File: config.mk
export PLATFORM = sky130hd
export DESIGN_NAME = gptu_top
export DESIGN_NICKNAME = d
export VERILOG_FILES = /design/src/core/gptu_pkg.sv /design/src/core/gptu_top.sv
export SDC_FILE = /design/constraint.sdc
export NUM_CORES = 1
export LEC_CHECK = 0
export BUFFER_PORTS_ARGS = -buffer_cell sky130_fd_sc_hd__buf_2
export CORE_MARGIN = 4
export CORE_UTILIZATION = 30
export DETAILED_ROUTE_END_ITERATION = 10
export HOLD_SLACK_MARGIN = 0.15
export PLACE_DENSITY_LB_ADDON = 0.12
export SKIP_LAST_GASP = 1
export SYNTH_ARGS = -nofsm -noshare
export SYNTH_HDL_FRONTEND = slang
export SYNTH_SLANG_ARGS = --single-unit
File: constraint.sdc
create_clock -name pclk -period 9.2 [get_ports pclk]
set_input_delay 0.46 -clock pclk [delete_from_list [all_inputs] [get_ports pclk]]
set_output_delay 0.46 -clock pclk [all_outputs]
set_load 0.05 [all_outputs]
File: src/core/gptu_pkg.sv
// What this block does
// RULE_01: Five 16-bit timers in two modules.
// RULE_02: Timers may chain within their own module.
// RULE_03: First-module timers: timer, gated, counter, incremental.
// RULE_04: First-module prescaler divides by eight to 1024.
// RULE_05: Counter mode advances on selected input-pin edges.
// RULE_06: Gated mode counts only at gate level.
// RULE_07: One input pin per timer: gate or clock.
// RULE_08: Software direction, optionally inverted by direction pin.
// RULE_09: Incremental mode decodes quadrature A/B into position.
// RULE_10: Core A latch toggles on each wrap, drives pin.
// RULE_11: Core A latch can clock either auxiliary timer.
// RULE_12: Auxiliary as capture/reload register stops counting.
// RULE_13: Capture copies core A on auxiliary pin event.
// RULE_14: Reload loads core A on pin or latch edge.
// RULE_15: Opposite-edge reloads from both auxiliaries give PWM.
// RULE_16: Second-module timers count prescaled clock or external.
// RULE_17: Second-module prescaler divides by four to 512.
// RULE_18: Core B latch toggles on wrap, clocks auxiliary.
// RULE_19: Core B wraps pulse out and reload from capture register.
// RULE_20: Capture pin edge latches aux B, optional clear.
// RULE_21: Capture may also trigger on core A pins.
// RULE_22: Wraps and captures set sticky request flags.
package gptu_pkg;

  localparam int NTMR = 5;
  // Timer slots: aux A low, core A, aux A high, aux B, core B
  localparam int IX_AUX_A_LOW = 0;
  localparam int IX_CORE_A = 1;
  localparam int IX_AUX_A_HIGH = 2;
  localparam int IX_AUX_B = 3;
  localparam int IX_CORE_B = 4;

  // Register word indices (byte address is index times four)
  localparam logic [5:0] WIX_CTRL0 = 6'h00;
  localparam logic [5:0] WIX_CNT0 = 6'h05;
  localparam logic [5:0] WIX_CAP_RELOAD = 6'h0a;
  localparam logic [5:0] WIX_CAPCTL = 6'h0b;
  localparam logic [5:0] WIX_FLAGS = 6'h0c;

  // Timer control fields
  localparam int F_ISEL = 0;
  localparam int F_MODE = 3;
  localparam int F_RUN = 6;
  localparam int F_DOWN = 7;
  localparam int F_EUD = 8;
  localparam int F_EDGE = 9;
  localparam int F_OTLCLK = 11;
  localparam int F_LREL = 12;
  localparam int F_LPOL = 13;

  // Capture/reload control fields
  localparam int C_EDGE = 0;
  localparam int C_CLR = 2;
  localparam int C_IN = 3;
  localparam int C_EUD = 4;
  localparam int CAPCTL_W = 5;
  localparam int FLAG_CAP = 5;
  localparam int FLAGS_W = 6;

  // Mode codes
  localparam logic [2:0] MD_TIMER = 3'h0;
  localparam logic [2:0] MD_COUNTER = 3'h1;
  localparam logic [2:0] MD_GATE_LO = 3'h2;
  localparam logic [2:0] MD_GATE_HI = 3'h3;
  localparam logic [2:0] MD_RELOAD = 3'h4;
  localparam logic [2:0] MD_CAPTURE = 3'h5;
  localparam logic [2:0] MD_INCR = 3'h6;

  // Prescaler: log2 of the division for code zero
  localparam int PRE_W = 10;
  localparam logic [3:0] PRE_A_BASE = 4'h3;
  localparam logic [3:0] PRE_B_BASE = 4'h2;

  localparam logic [15:0] CTRL_RST = 16'h0000;
  localparam logic [15:0] CNT_RST = 16'h0000;

  typedef struct packed {
    logic [NTMR-1:0] tin;
    logic [NTMR-1:0] eud;
    logic cap;
  } gptu_pins_t;

  typedef struct packed {
    logic [NTMR-1:0][15:0] cnt;
    logic [NTMR-1:0][15:0] ctrl;
    logic [15:0] cap_reload;
    logic [CAPCTL_W-1:0] capctl;
    logic [FLAGS_W-1:0] flags;
    logic [PRE_W-1:0] pre;
    logic [NTMR-1:0] in_prev;
    logic [NTMR-1:0] eud_prev;
    logic cap_prev;
    logic otl_a;
    logic otl_a_prev;
    logic otl_b;
    logic otl_b_prev;
    logic ovf_b;
    logic [31:0] prdata;
    logic pslverr;
  } gptu_state_t;

endpackage

File: src/core/gptu_top.sv
`timescale 1ns/100ps
`default_nettype none
module gptu_top (
  // APB slave
  input wire logic pclk,
  input wire logic presetn,
  input wire logic psel,
  input wire logic penable,
  input wire logic pwrite,
  input wire logic [7:0] paddr,
  input wire logic [31:0] pwdata,
  output logic [31:0] prdata,
  output logic pready,
  output logic pslverr,
  // Timer pins
  input wire gptu_pkg::gptu_pins_t pins,
  output logic core_a_toggle_out_pin,
  output logic core_b_toggle_out_pin,
  // To compare unit timers
  output logic core_b_ovf_pulse
);

  gptu_pkg::gptu_state_t s_q, s_d;
  logic [gptu_pkg::NTMR-1:0] wrap_v;
  logic [1:0] aux_pin_ev;
  logic cap_ev;
  logic wr_en;
  logic rd_setup;
  logic [5:0] widx;

  // Prescaler tap: true once every 2^k cycles
  function automatic logic pre_tick(input logic [gptu_pkg::PRE_W-1:0] pre, input logic [3:0] k);
    logic [gptu_pkg::PRE_W-1:0] mask;
    mask = (gptu_pkg::PRE_W'(1) << k) - gptu_pkg::PRE_W'(1);
    return (pre & mask) == mask;
  endfunction

  // Selected edge: bit 0 rising, bit 1 falling
  function automatic logic edge_hit(input logic [1:0] sel, input logic cur, input logic prev);
    return (sel[0] & cur & ~prev) | (sel[1] & ~cur & prev);
  endfunction

  // One count step; top bit flags overflow or underflow
  function automatic logic [16:0] step(input logic [15:0] v, input logic down);
    if (down) begin
      return {v == 16'h0000, v - 16'h0001};
    end
    return {v == 16'hffff, v + 16'h0001};
  endfunction

  function automatic logic addr_ok(input logic [7:0] a);
    return (a[1:0] == 2'h0) && (a[7:2] <= gptu_pkg::WIX_FLAGS);
  endfunction

  // Read mux; unmapped words read zero
  function automatic logic [31:0] rd_word(input gptu_pkg::gptu_state_t s, input logic [5:0] w);
    logic [31:0] r;
    r = 32'h0000_0000;
    if (w < gptu_pkg::WIX_CNT0) begin
      r = {16'h0000, s.ctrl[3'(w)]};
    end else if (w < gptu_pkg::WIX_CAP_RELOAD) begin
      r = {16'h0000, s.cnt[3'(w - gptu_pkg::WIX_CNT0)]};
    end else if (w == gptu_pkg::WIX_CAP_RELOAD) begin
      r = {16'h0000, s.cap_reload};
    end else if (w == gptu_pkg::WIX_CAPCTL) begin
      r = {27'h0000000, s.capctl};
    end else if (w == gptu_pkg::WIX_FLAGS) begin
      r = {26'h0000000, s.flags};
    end
    return r;
  endfunction

  assign wr_en = psel & penable & pwrite & addr_ok(paddr);
  assign rd_setup = psel & ~penable;
  assign widx = paddr[7:2];

  // Whole next state; pins are sampled as synchronous to pclk
  always_comb begin
    logic [15:0] ctl;
    logic [2:0] md;
    logic down;
    logic inc;
    logic [3:0] k;
    logic otl_cur;
    logic otl_prv;
    logic [16:0] nx;
    logic lat_ev;
    int j;
    ctl = 16'h0000;
    md = 3'h0;
    down = 1'b0;
    inc = 1'b0;
    k = 4'h0;
    otl_cur = 1'b0;
    otl_prv = 1'b0;
    nx = 17'h00000;
    lat_ev = 1'b0;
    j = 0;
    wrap_v = '0;
    aux_pin_ev = 2'b00;
    s_d = s_q;
    s_d.pre = s_q.pre + gptu_pkg::PRE_W'(1);
    s_d.in_prev = pins.tin;
    s_d.eud_prev = pins.eud;
    s_d.cap_prev = pins.cap;
    s_d.otl_a_prev = s_q.otl_a;
    s_d.otl_b_prev = s_q.otl_b;
    s_d.ovf_b = 1'b0;
    // Clear first so a same-cycle hardware set wins
    if (wr_en && widx == gptu_pkg::WIX_FLAGS) begin
      s_d.flags = s_q.flags & ~pwdata[gptu_pkg::FLAGS_W-1:0];
    end
    // Per-timer count enable and step
    for (int i = 0; i < gptu_pkg::NTMR; i++) begin // RULE_01
      ctl = s_q.ctrl[i];
      md = ctl[gptu_pkg::F_MODE +: 3];
      down = ctl[gptu_pkg::F_DOWN] ^ (ctl[gptu_pkg::F_EUD] & pins.eud[i]); // RULE_08
      k = 4'(ctl[gptu_pkg::F_ISEL +: 3]) + ((i >= gptu_pkg::IX_AUX_B) ? gptu_pkg::PRE_B_BASE
          : gptu_pkg::PRE_A_BASE); // RULE_04 RULE_17
      otl_cur = (i >= gptu_pkg::IX_AUX_B) ? s_q.otl_b : s_q.otl_a;
      otl_prv = (i >= gptu_pkg::IX_AUX_B) ? s_q.otl_b_prev : s_q.otl_a_prev;
      case (md) // RULE_03 RULE_16
        gptu_pkg::MD_TIMER: inc = pre_tick(s_q.pre, k);
        gptu_pkg::MD_GATE_LO: inc = pre_tick(s_q.pre, k) & ~pins.tin[i]; // RULE_06 RULE_07
        gptu_pkg::MD_GATE_HI: inc = pre_tick(s_q.pre, k) & pins.tin[i]; // RULE_06 RULE_07
        gptu_pkg::MD_COUNTER: begin
          // Cores never chain onto their own latch
          if (ctl[gptu_pkg::F_OTLCLK] && i != gptu_pkg::IX_CORE_A && i != gptu_pkg::IX_CORE_B) begin
            inc = edge_hit(ctl[gptu_pkg::F_EDGE +: 2], otl_cur, otl_prv); // RULE_02 RULE_11 RULE_18
          end else begin
            inc = edge_hit(ctl[gptu_pkg::F_EDGE +: 2], pins.tin[i], s_q.in_prev[i]); // RULE_05 RULE_07
          end
        end
        gptu_pkg::MD_INCR: begin
          // A leads B counts up; each edge of either line is one step
          inc = (pins.tin[i] ^ s_q.in_prev[i]) | (pins.eud[i] ^ s_q.eud_prev[i]); // RULE_09
          down = ctl[gptu_pkg::F_DOWN] ^ s_q.in_prev[i] ^ pins.eud[i]; // RULE_09
        end
        default: inc = 1'b0; // RULE_12
      endcase
      if (inc && ctl[gptu_pkg::F_RUN]) begin
        nx = step(s_q.cnt[i], down);
        s_d.cnt[i] = nx[15:0];
        wrap_v[i] = nx[16];
        if (nx[16]) begin
          s_d.flags[i] = 1'b1; // RULE_22
        end
      end
    end
    // Output toggle latches
    if (wrap_v[gptu_pkg::IX_CORE_A]) begin
      s_d.otl_a = ~s_q.otl_a; // RULE_10
    end
    if (wrap_v[gptu_pkg::IX_CORE_B]) begin
      s_d.otl_b = ~s_q.otl_b; // RULE_18
      s_d.ovf_b = 1'b1; // RULE_19
      if (s_q.ctrl[gptu_pkg::IX_CORE_B][gptu_pkg::F_LREL]) begin
        s_d.cnt[gptu_pkg::IX_CORE_B] = s_q.cap_reload; // RULE_19
      end
    end
    // Aux A as capture/reload; low slot last so it wins a tie
    for (int n = 0; n < 2; n++) begin
      j = (n == 0) ? gptu_pkg::IX_AUX_A_HIGH : gptu_pkg::IX_AUX_A_LOW;
      ctl = s_q.ctrl[j];
      md = ctl[gptu_pkg::F_MODE +: 3];
      aux_pin_ev[j / 2] = edge_hit(ctl[gptu_pkg::F_EDGE +: 2], pins.tin[j], s_q.in_prev[j]);
      // Latch edge seen one cycle after the wrap that made it
      lat_ev = ctl[gptu_pkg::F_LREL] & (s_q.otl_a ^ s_q.otl_a_prev) & (s_q.otl_a ^ ctl[gptu_pkg::F_LPOL]);
      if (md == gptu_pkg::MD_CAPTURE && aux_pin_ev[j / 2]) begin
        s_d.cnt[j] = s_q.cnt[gptu_pkg::IX_CORE_A]; // RULE_13
      end
      if (md == gptu_pkg::MD_RELOAD && (aux_pin_ev[j / 2] || lat_ev)) begin
        s_d.cnt[gptu_pkg::IX_CORE_A] = s_q.cnt[j]; // RULE_14 RULE_15
      end
    end
    // Capture into the capture/reload register
    cap_ev = edge_hit(s_q.capctl[gptu_pkg::C_EDGE +: 2], pins.cap, s_q.cap_prev) // RULE_20
        | (s_q.capctl[gptu_pkg::C_IN] & (pins.tin[gptu_pkg::IX_CORE_A] ^ s_q.in_prev[gptu_pkg::IX_CORE_A]))
        | (s_q.capctl[gptu_pkg::C_EUD] & (pins.eud[gptu_pkg::IX_CORE_A]
        ^ s_q.eud_prev[gptu_pkg::IX_CORE_A])); // RULE_21
    if (cap_ev) begin
      s_d.cap_reload = s_q.cnt[gptu_pkg::IX_AUX_B]; // RULE_20
      s_d.flags[gptu_pkg::FLAG_CAP] = 1'b1; // RULE_22
      if (s_q.capctl[gptu_pkg::C_CLR]) begin
        s_d.cnt[gptu_pkg::IX_AUX_B] = 16'h0000; // RULE_20
      end
    end
    // Software writes override hardware counting in the same cycle
    if (wr_en) begin
      if (widx < gptu_pkg::WIX_CNT0) begin
        s_d.ctrl[3'(widx)] = pwdata[15:0];
      end else if (widx < gptu_pkg::WIX_CAP_RELOAD) begin
        s_d.cnt[3'(widx - gptu_pkg::WIX_CNT0)] = pwdata[15:0];
      end else if (widx == gptu_pkg::WIX_CAP_RELOAD) begin
        s_d.cap_reload = pwdata[15:0];
      end else if (widx == gptu_pkg::WIX_CAPCTL) begin
        s_d.capctl = pwdata[gptu_pkg::CAPCTL_W-1:0];
      end
    end
    // Read data and error captured in the setup phase
    if (rd_setup) begin
      s_d.prdata = pwrite ? 32'h0000_0000 : rd_word(s_q, widx);
      s_d.pslverr = ~addr_ok(paddr);
    end
  end

  // State register
  always_ff @(posedge pclk or negedge presetn) begin
    if (!presetn) begin
      s_q <= '0;
      s_q.ctrl <= {gptu_pkg::NTMR{gptu_pkg::CTRL_RST}};
      s_q.cnt <= {gptu_pkg::NTMR{gptu_pkg::CNT_RST}};
    end else begin
      s_q <= s_d;
    end
  end

  // Zero-wait slave; data and error come from flops
  assign pready = 1'b1;
  assign prdata = s_q.prdata;
  assign pslverr = s_q.pslverr;
  assign core_a_toggle_out_pin = s_q.otl_a;
  assign core_b_toggle_out_pin = s_q.otl_b;
  assign core_b_ovf_pulse = s_q.ovf_b;

  logic nwr;
  logic [15:0] c1;
  logic [15:0] c4;
  logic aux_reload;
  assign nwr = ~(psel & penable & pwrite);
  assign c1 = s_q.ctrl[gptu_pkg::IX_CORE_A];
  assign c4 = s_q.ctrl[gptu_pkg::IX_CORE_B];
  // Either auxiliary in reload mode may overwrite core A
  assign aux_reload = (s_q.ctrl[gptu_pkg::IX_AUX_A_LOW][5:3] == gptu_pkg::MD_RELOAD)
      | (s_q.ctrl[gptu_pkg::IX_AUX_A_HIGH][5:3] == gptu_pkg::MD_RELOAD);
endmodule
`default_nettype wire

==> metrics.md <==
| Metric | Value |
|---|---|
| Primary FF master, synth | `dfrtp_1` |
| Worst VDD drop | `approximately 0.00014 V` |
| Worst-case reg-to-reg path depth | `15` |
| Die height | `~250 um` |
| Syn avg cell area | `~8.9 um^2` |
| Unique cell type count in the Yosys netlist | `100` |
| Die Area | `between 0.06 and 0.07 mm^2` |
| Startpoint class of the critical path | `flop` |
| Vias/cell | `roughly 5.6` |
| Static Leakage | `8.70 nW` |
| Initial Util | `a little over 30%` |
| Routed Antenna Nets | `0` |
| Diode count | `0` |
| Post-synthesis sequential area ratio | `33.1%` |
| GRT Overall Usage | `between 20% and 30%` |
| Cell Pwr Density | `about 130 mW/mm^2` |
| NumNets Final | `about 2,100` |
| Final setup fails | `0` |
| CP required | `9.71 ns` |
| Synth Instances | `about 2,000` |
| Hold depth | `3` |
| GR Overflow Total | `0` |
| Final Core Density | `between 30% and 40%` |
| Layout cells sized above 1 | `about an eighth` |
| Hold WC Path Type | `in -> reg` |
| Final hold violation count | `0` |
| Chip width | `about 250 um` |
| Routed vias | `~15,000` |
| Largest net degree at the start of global routing | `67` |
| RSZ-0062 raised after global routing | `false` |
| Register bit total from synthesis | `230` |
| CTS tree | `built` |
| Setup Buffers After CTS | `0` |
| Iteration-0 DRC Markers | `about 1,400` |
| # IOs | `93` |
| WL final | `~66 mm` |
| Global-route wire length before repair | `between 90 and 100 mm` |
| Synthesis-to-layout area growth | `10.3%` |
| First-pass DRT Iterations | `6` |
| Row count | `87` |
| CTS sink cnt | `230` |
| CP top delay family | `compound AO/OA/AOI/OAI gates` |
| Final Cell Area | `0.0192 mm^2` |
| DRC | `0` |
| Crit share post-route | `between 40% and 50%` |
| Post-synthesis cell area | `~0.017 mm^2` |
| Dpl hpwl | `roughly 47 mm` |
| Worst-Skew Late Latency | `0.58 ns` |
| Yosys synthesis warning count | `0` |
| Cell mode on critical path | `o21ai_1` |
| Cells after DPL | `2,657` |
| Hold Path End | `s_q[213]$_DFF_PN0_` |
| Root Buffer Master | `clkbuf_16` |
| Slowest cell on crit path | `xor2_1` |
| Result of the run | `finished clean` |
| Routed length per instance | `roughly 24 um` |
| Port Buffers | `just under 60` |
| Period minus WS final | `around 4.5 ns` |
| CTS Hold Bufs | `12` |
| Maxcap violations | `0` |
| Clock skew | `between 0.015 and 0.02 ns` |
| WS Path Type | `reg -> reg` |
| Number of flops mapped to enable cells by yosys | `0` |
| Vias in the first global route | `roughly 15,000` |
| CP bufs+invs | `1` |
| Hold Slack | `a little over 0.3 ns` |
| Pre-CTS setup slack | `4.62 ns` |
| Reg2Reg Setup Slack | `4.66 ns` |
| Total power | `approximately 2.5 mW` |
| Largest stage delay on the critical path | `around 0.57 ns` |
| Post-synth ARST share | `100%` |
| Nature of the critical path endpoint | `flop` |
| Cts repair resizes | `0` |
| Setup TNS | `0 ns` |
| Worst R2R End | `s_q[213]$_DFF_PN0_` |
| Placed cell areas | `0.0181 mm^2` |
| Fin cells | `~2,700` |
| Max transition margin | `about a quarter` |
| Final Wtd Congestion | `0.851` |
| Hold Startpoint | `pwdata[15]` |
| TritonCTS Buffers | `30` |
| CTS clk-pin slew, worst paths | `approximately 0.060 ns` |
| Deepest clock path buffer count | `3` |
| Slew Viols, Final | `0` |
| Initial antenna violation count | `2` |
| Worst-path fanout max | `15` |
| Crit path DAT | `around 5.1 ns` |
| Core region area | `0.0568 mm^2` |
| Setup ws final | `4.66 ns` |
| Worst-path cell chain | `nand3b_1 > mux2i_1 > a21oi_1 > xor2_1 > inv_1 > ha_1 > and3_1 > a221oi_2 > o2111ai_1 > a41oi_2 > xnor2_1 > or3_1 > nand3_1 > o21ai_1 > o21ai_1` |
| Worst Tran Pin Value | `1.12 ns` |
| Peak Freq | `roughly 220 MHz` |
| H-tree depth | `1` |
## how the worst max path moves through the flow
stage                     from                 end  slack [ns]  depth (start not counted)
after global placement    flop  s_q[226]$_DFF_PN0_        4.68                         16
after detailed placement  flop  s_q[213]$_DFF_PN0_        4.62                         15
after floorplan           flop  s_q[181]$_DFF_PN0_        5.32                         15
after global routing      flop  s_q[226]$_DFF_PN0_        4.27                         16
after CTS                 flop  s_q[213]$_DFF_PN0_        4.62                         15
final                     flop  s_q[213]$_DFF_PN0_        4.66                         15
## where the power goes
part	leakage (nW)	switching [mW]	internal [mW]
Sequential	3.11	0.0263	1.03
Clock	0.492	0.479	0.714
Combinational	5.10	0.182	0.0656
Total	8.70	0.687	1.81
## cell usage after synthesis (6+ instances only)
library cell	number	area share [%]
dfrtp_1	230	33
nand2_1	185	4.0
o21ai_0	160	4.6
a21oi_1	146	4.2
nor2_1	126	2.7
mux2i_1	90	5.2
ha_1	84	6.1
mux2_2	82	5.3
clkbuf_1	69	1.5
xnor2_1	53	2.7
inv_1	47	1.0
buf_4	43	1.9
a21o_1	41	1.8
xor2_1	41	2.1
nand3_1	36	1.0
a22oi_1	35	1.5
nand4_1	35	1.3
o22ai_1	35	1.3
o21ai_1	32	0.92
buf_2	27	0.78
nor4_1	26	0.94
nor3_1	24	0.69
o211ai_1	24	1.0
a211oi_1	20	0.86
a31oi_1	20	0.72
a22o_1	15	0.76
nand2b_1	15	0.54
nor2b_1	14	0.50
and3_1	12	0.43
o21a_1	11	0.48
or3_1	11	0.40
nand3b_1	10	0.43
o21bai_1	10	0.43
nor3b_1	9	0.39
a311oi_1	7	0.35
a211o_1	6	0.30
and2_1	6	0.22
## per-layer routing
metal / vias up / share of wire [%] / global-route usage [%]
met4: 0 / 2.5 / 4.87
met3: 83 / 6.7 / 4.13
met5: - / 0 / 0
li1: 7153 / - / -
met1: 7576 / 48 / 30.3
met2: 496 / 42 / 30.4
## cell usage in the layout (no fill, tap or decap), types with 21 or more instances in the layout
cell         n
xor2_1      40
clkbuf_16   31
o21ai_1     31
mux2_2      82
nor2_1     126
buf_2       58
nand4_1     35
a22oi_1     35
a21oi_1    146
a21o_1      41
o211ai_1    24
inv_1       47
ha_1        84
nand3_1     36
nor4_1      25
conb_1      21
nand2_1    185
nor3_1      24
o22ai_1     35
o21ai_0    160
xnor2_1     52
dfrtp_1    230
mux2i_1     90
## cell type report
cell class,instances,area (um^2)
fillers,5919,37700
multi-input cells,1546,10700
flip-flops and latches,230,5760
well taps,756,946
clock buffers,43,881
repair buffers,88,553
inverters,49,184
clock inverters,10,104
## worst reg2reg max path, cell delays in order, from the launching register on
cell	delay, ns
dfrtp_1	0.48
nand3b_1	0.26
mux2i_1	0.15
a21oi_1	0.29
xor2_1	0.57
inv_1	0.50
ha_1	0.46
and3_1	0.21
a221oi_2	0.34
o2111ai_1	0.23
a41oi_2	0.26
xnor2_1	0.11
or3_1	0.33
nand3_1	0.09
o21ai_1	0.07
o21ai_1	0.13
## logic make-up after synthesis
group	after synthesis	share of synthesized area, %
muxes	173	10.6
and+or+nand+nor	542	15.7
buffers and inverters	198	5.71
other	2	0.0433
xor gates and xnor gates	96	4.93
adders and majority gates	89	6.63
DFF	230	33.1
AOI/OAI and AO/OA	625	23.3
Note: power is estimated with default switching activity, not from simulation.
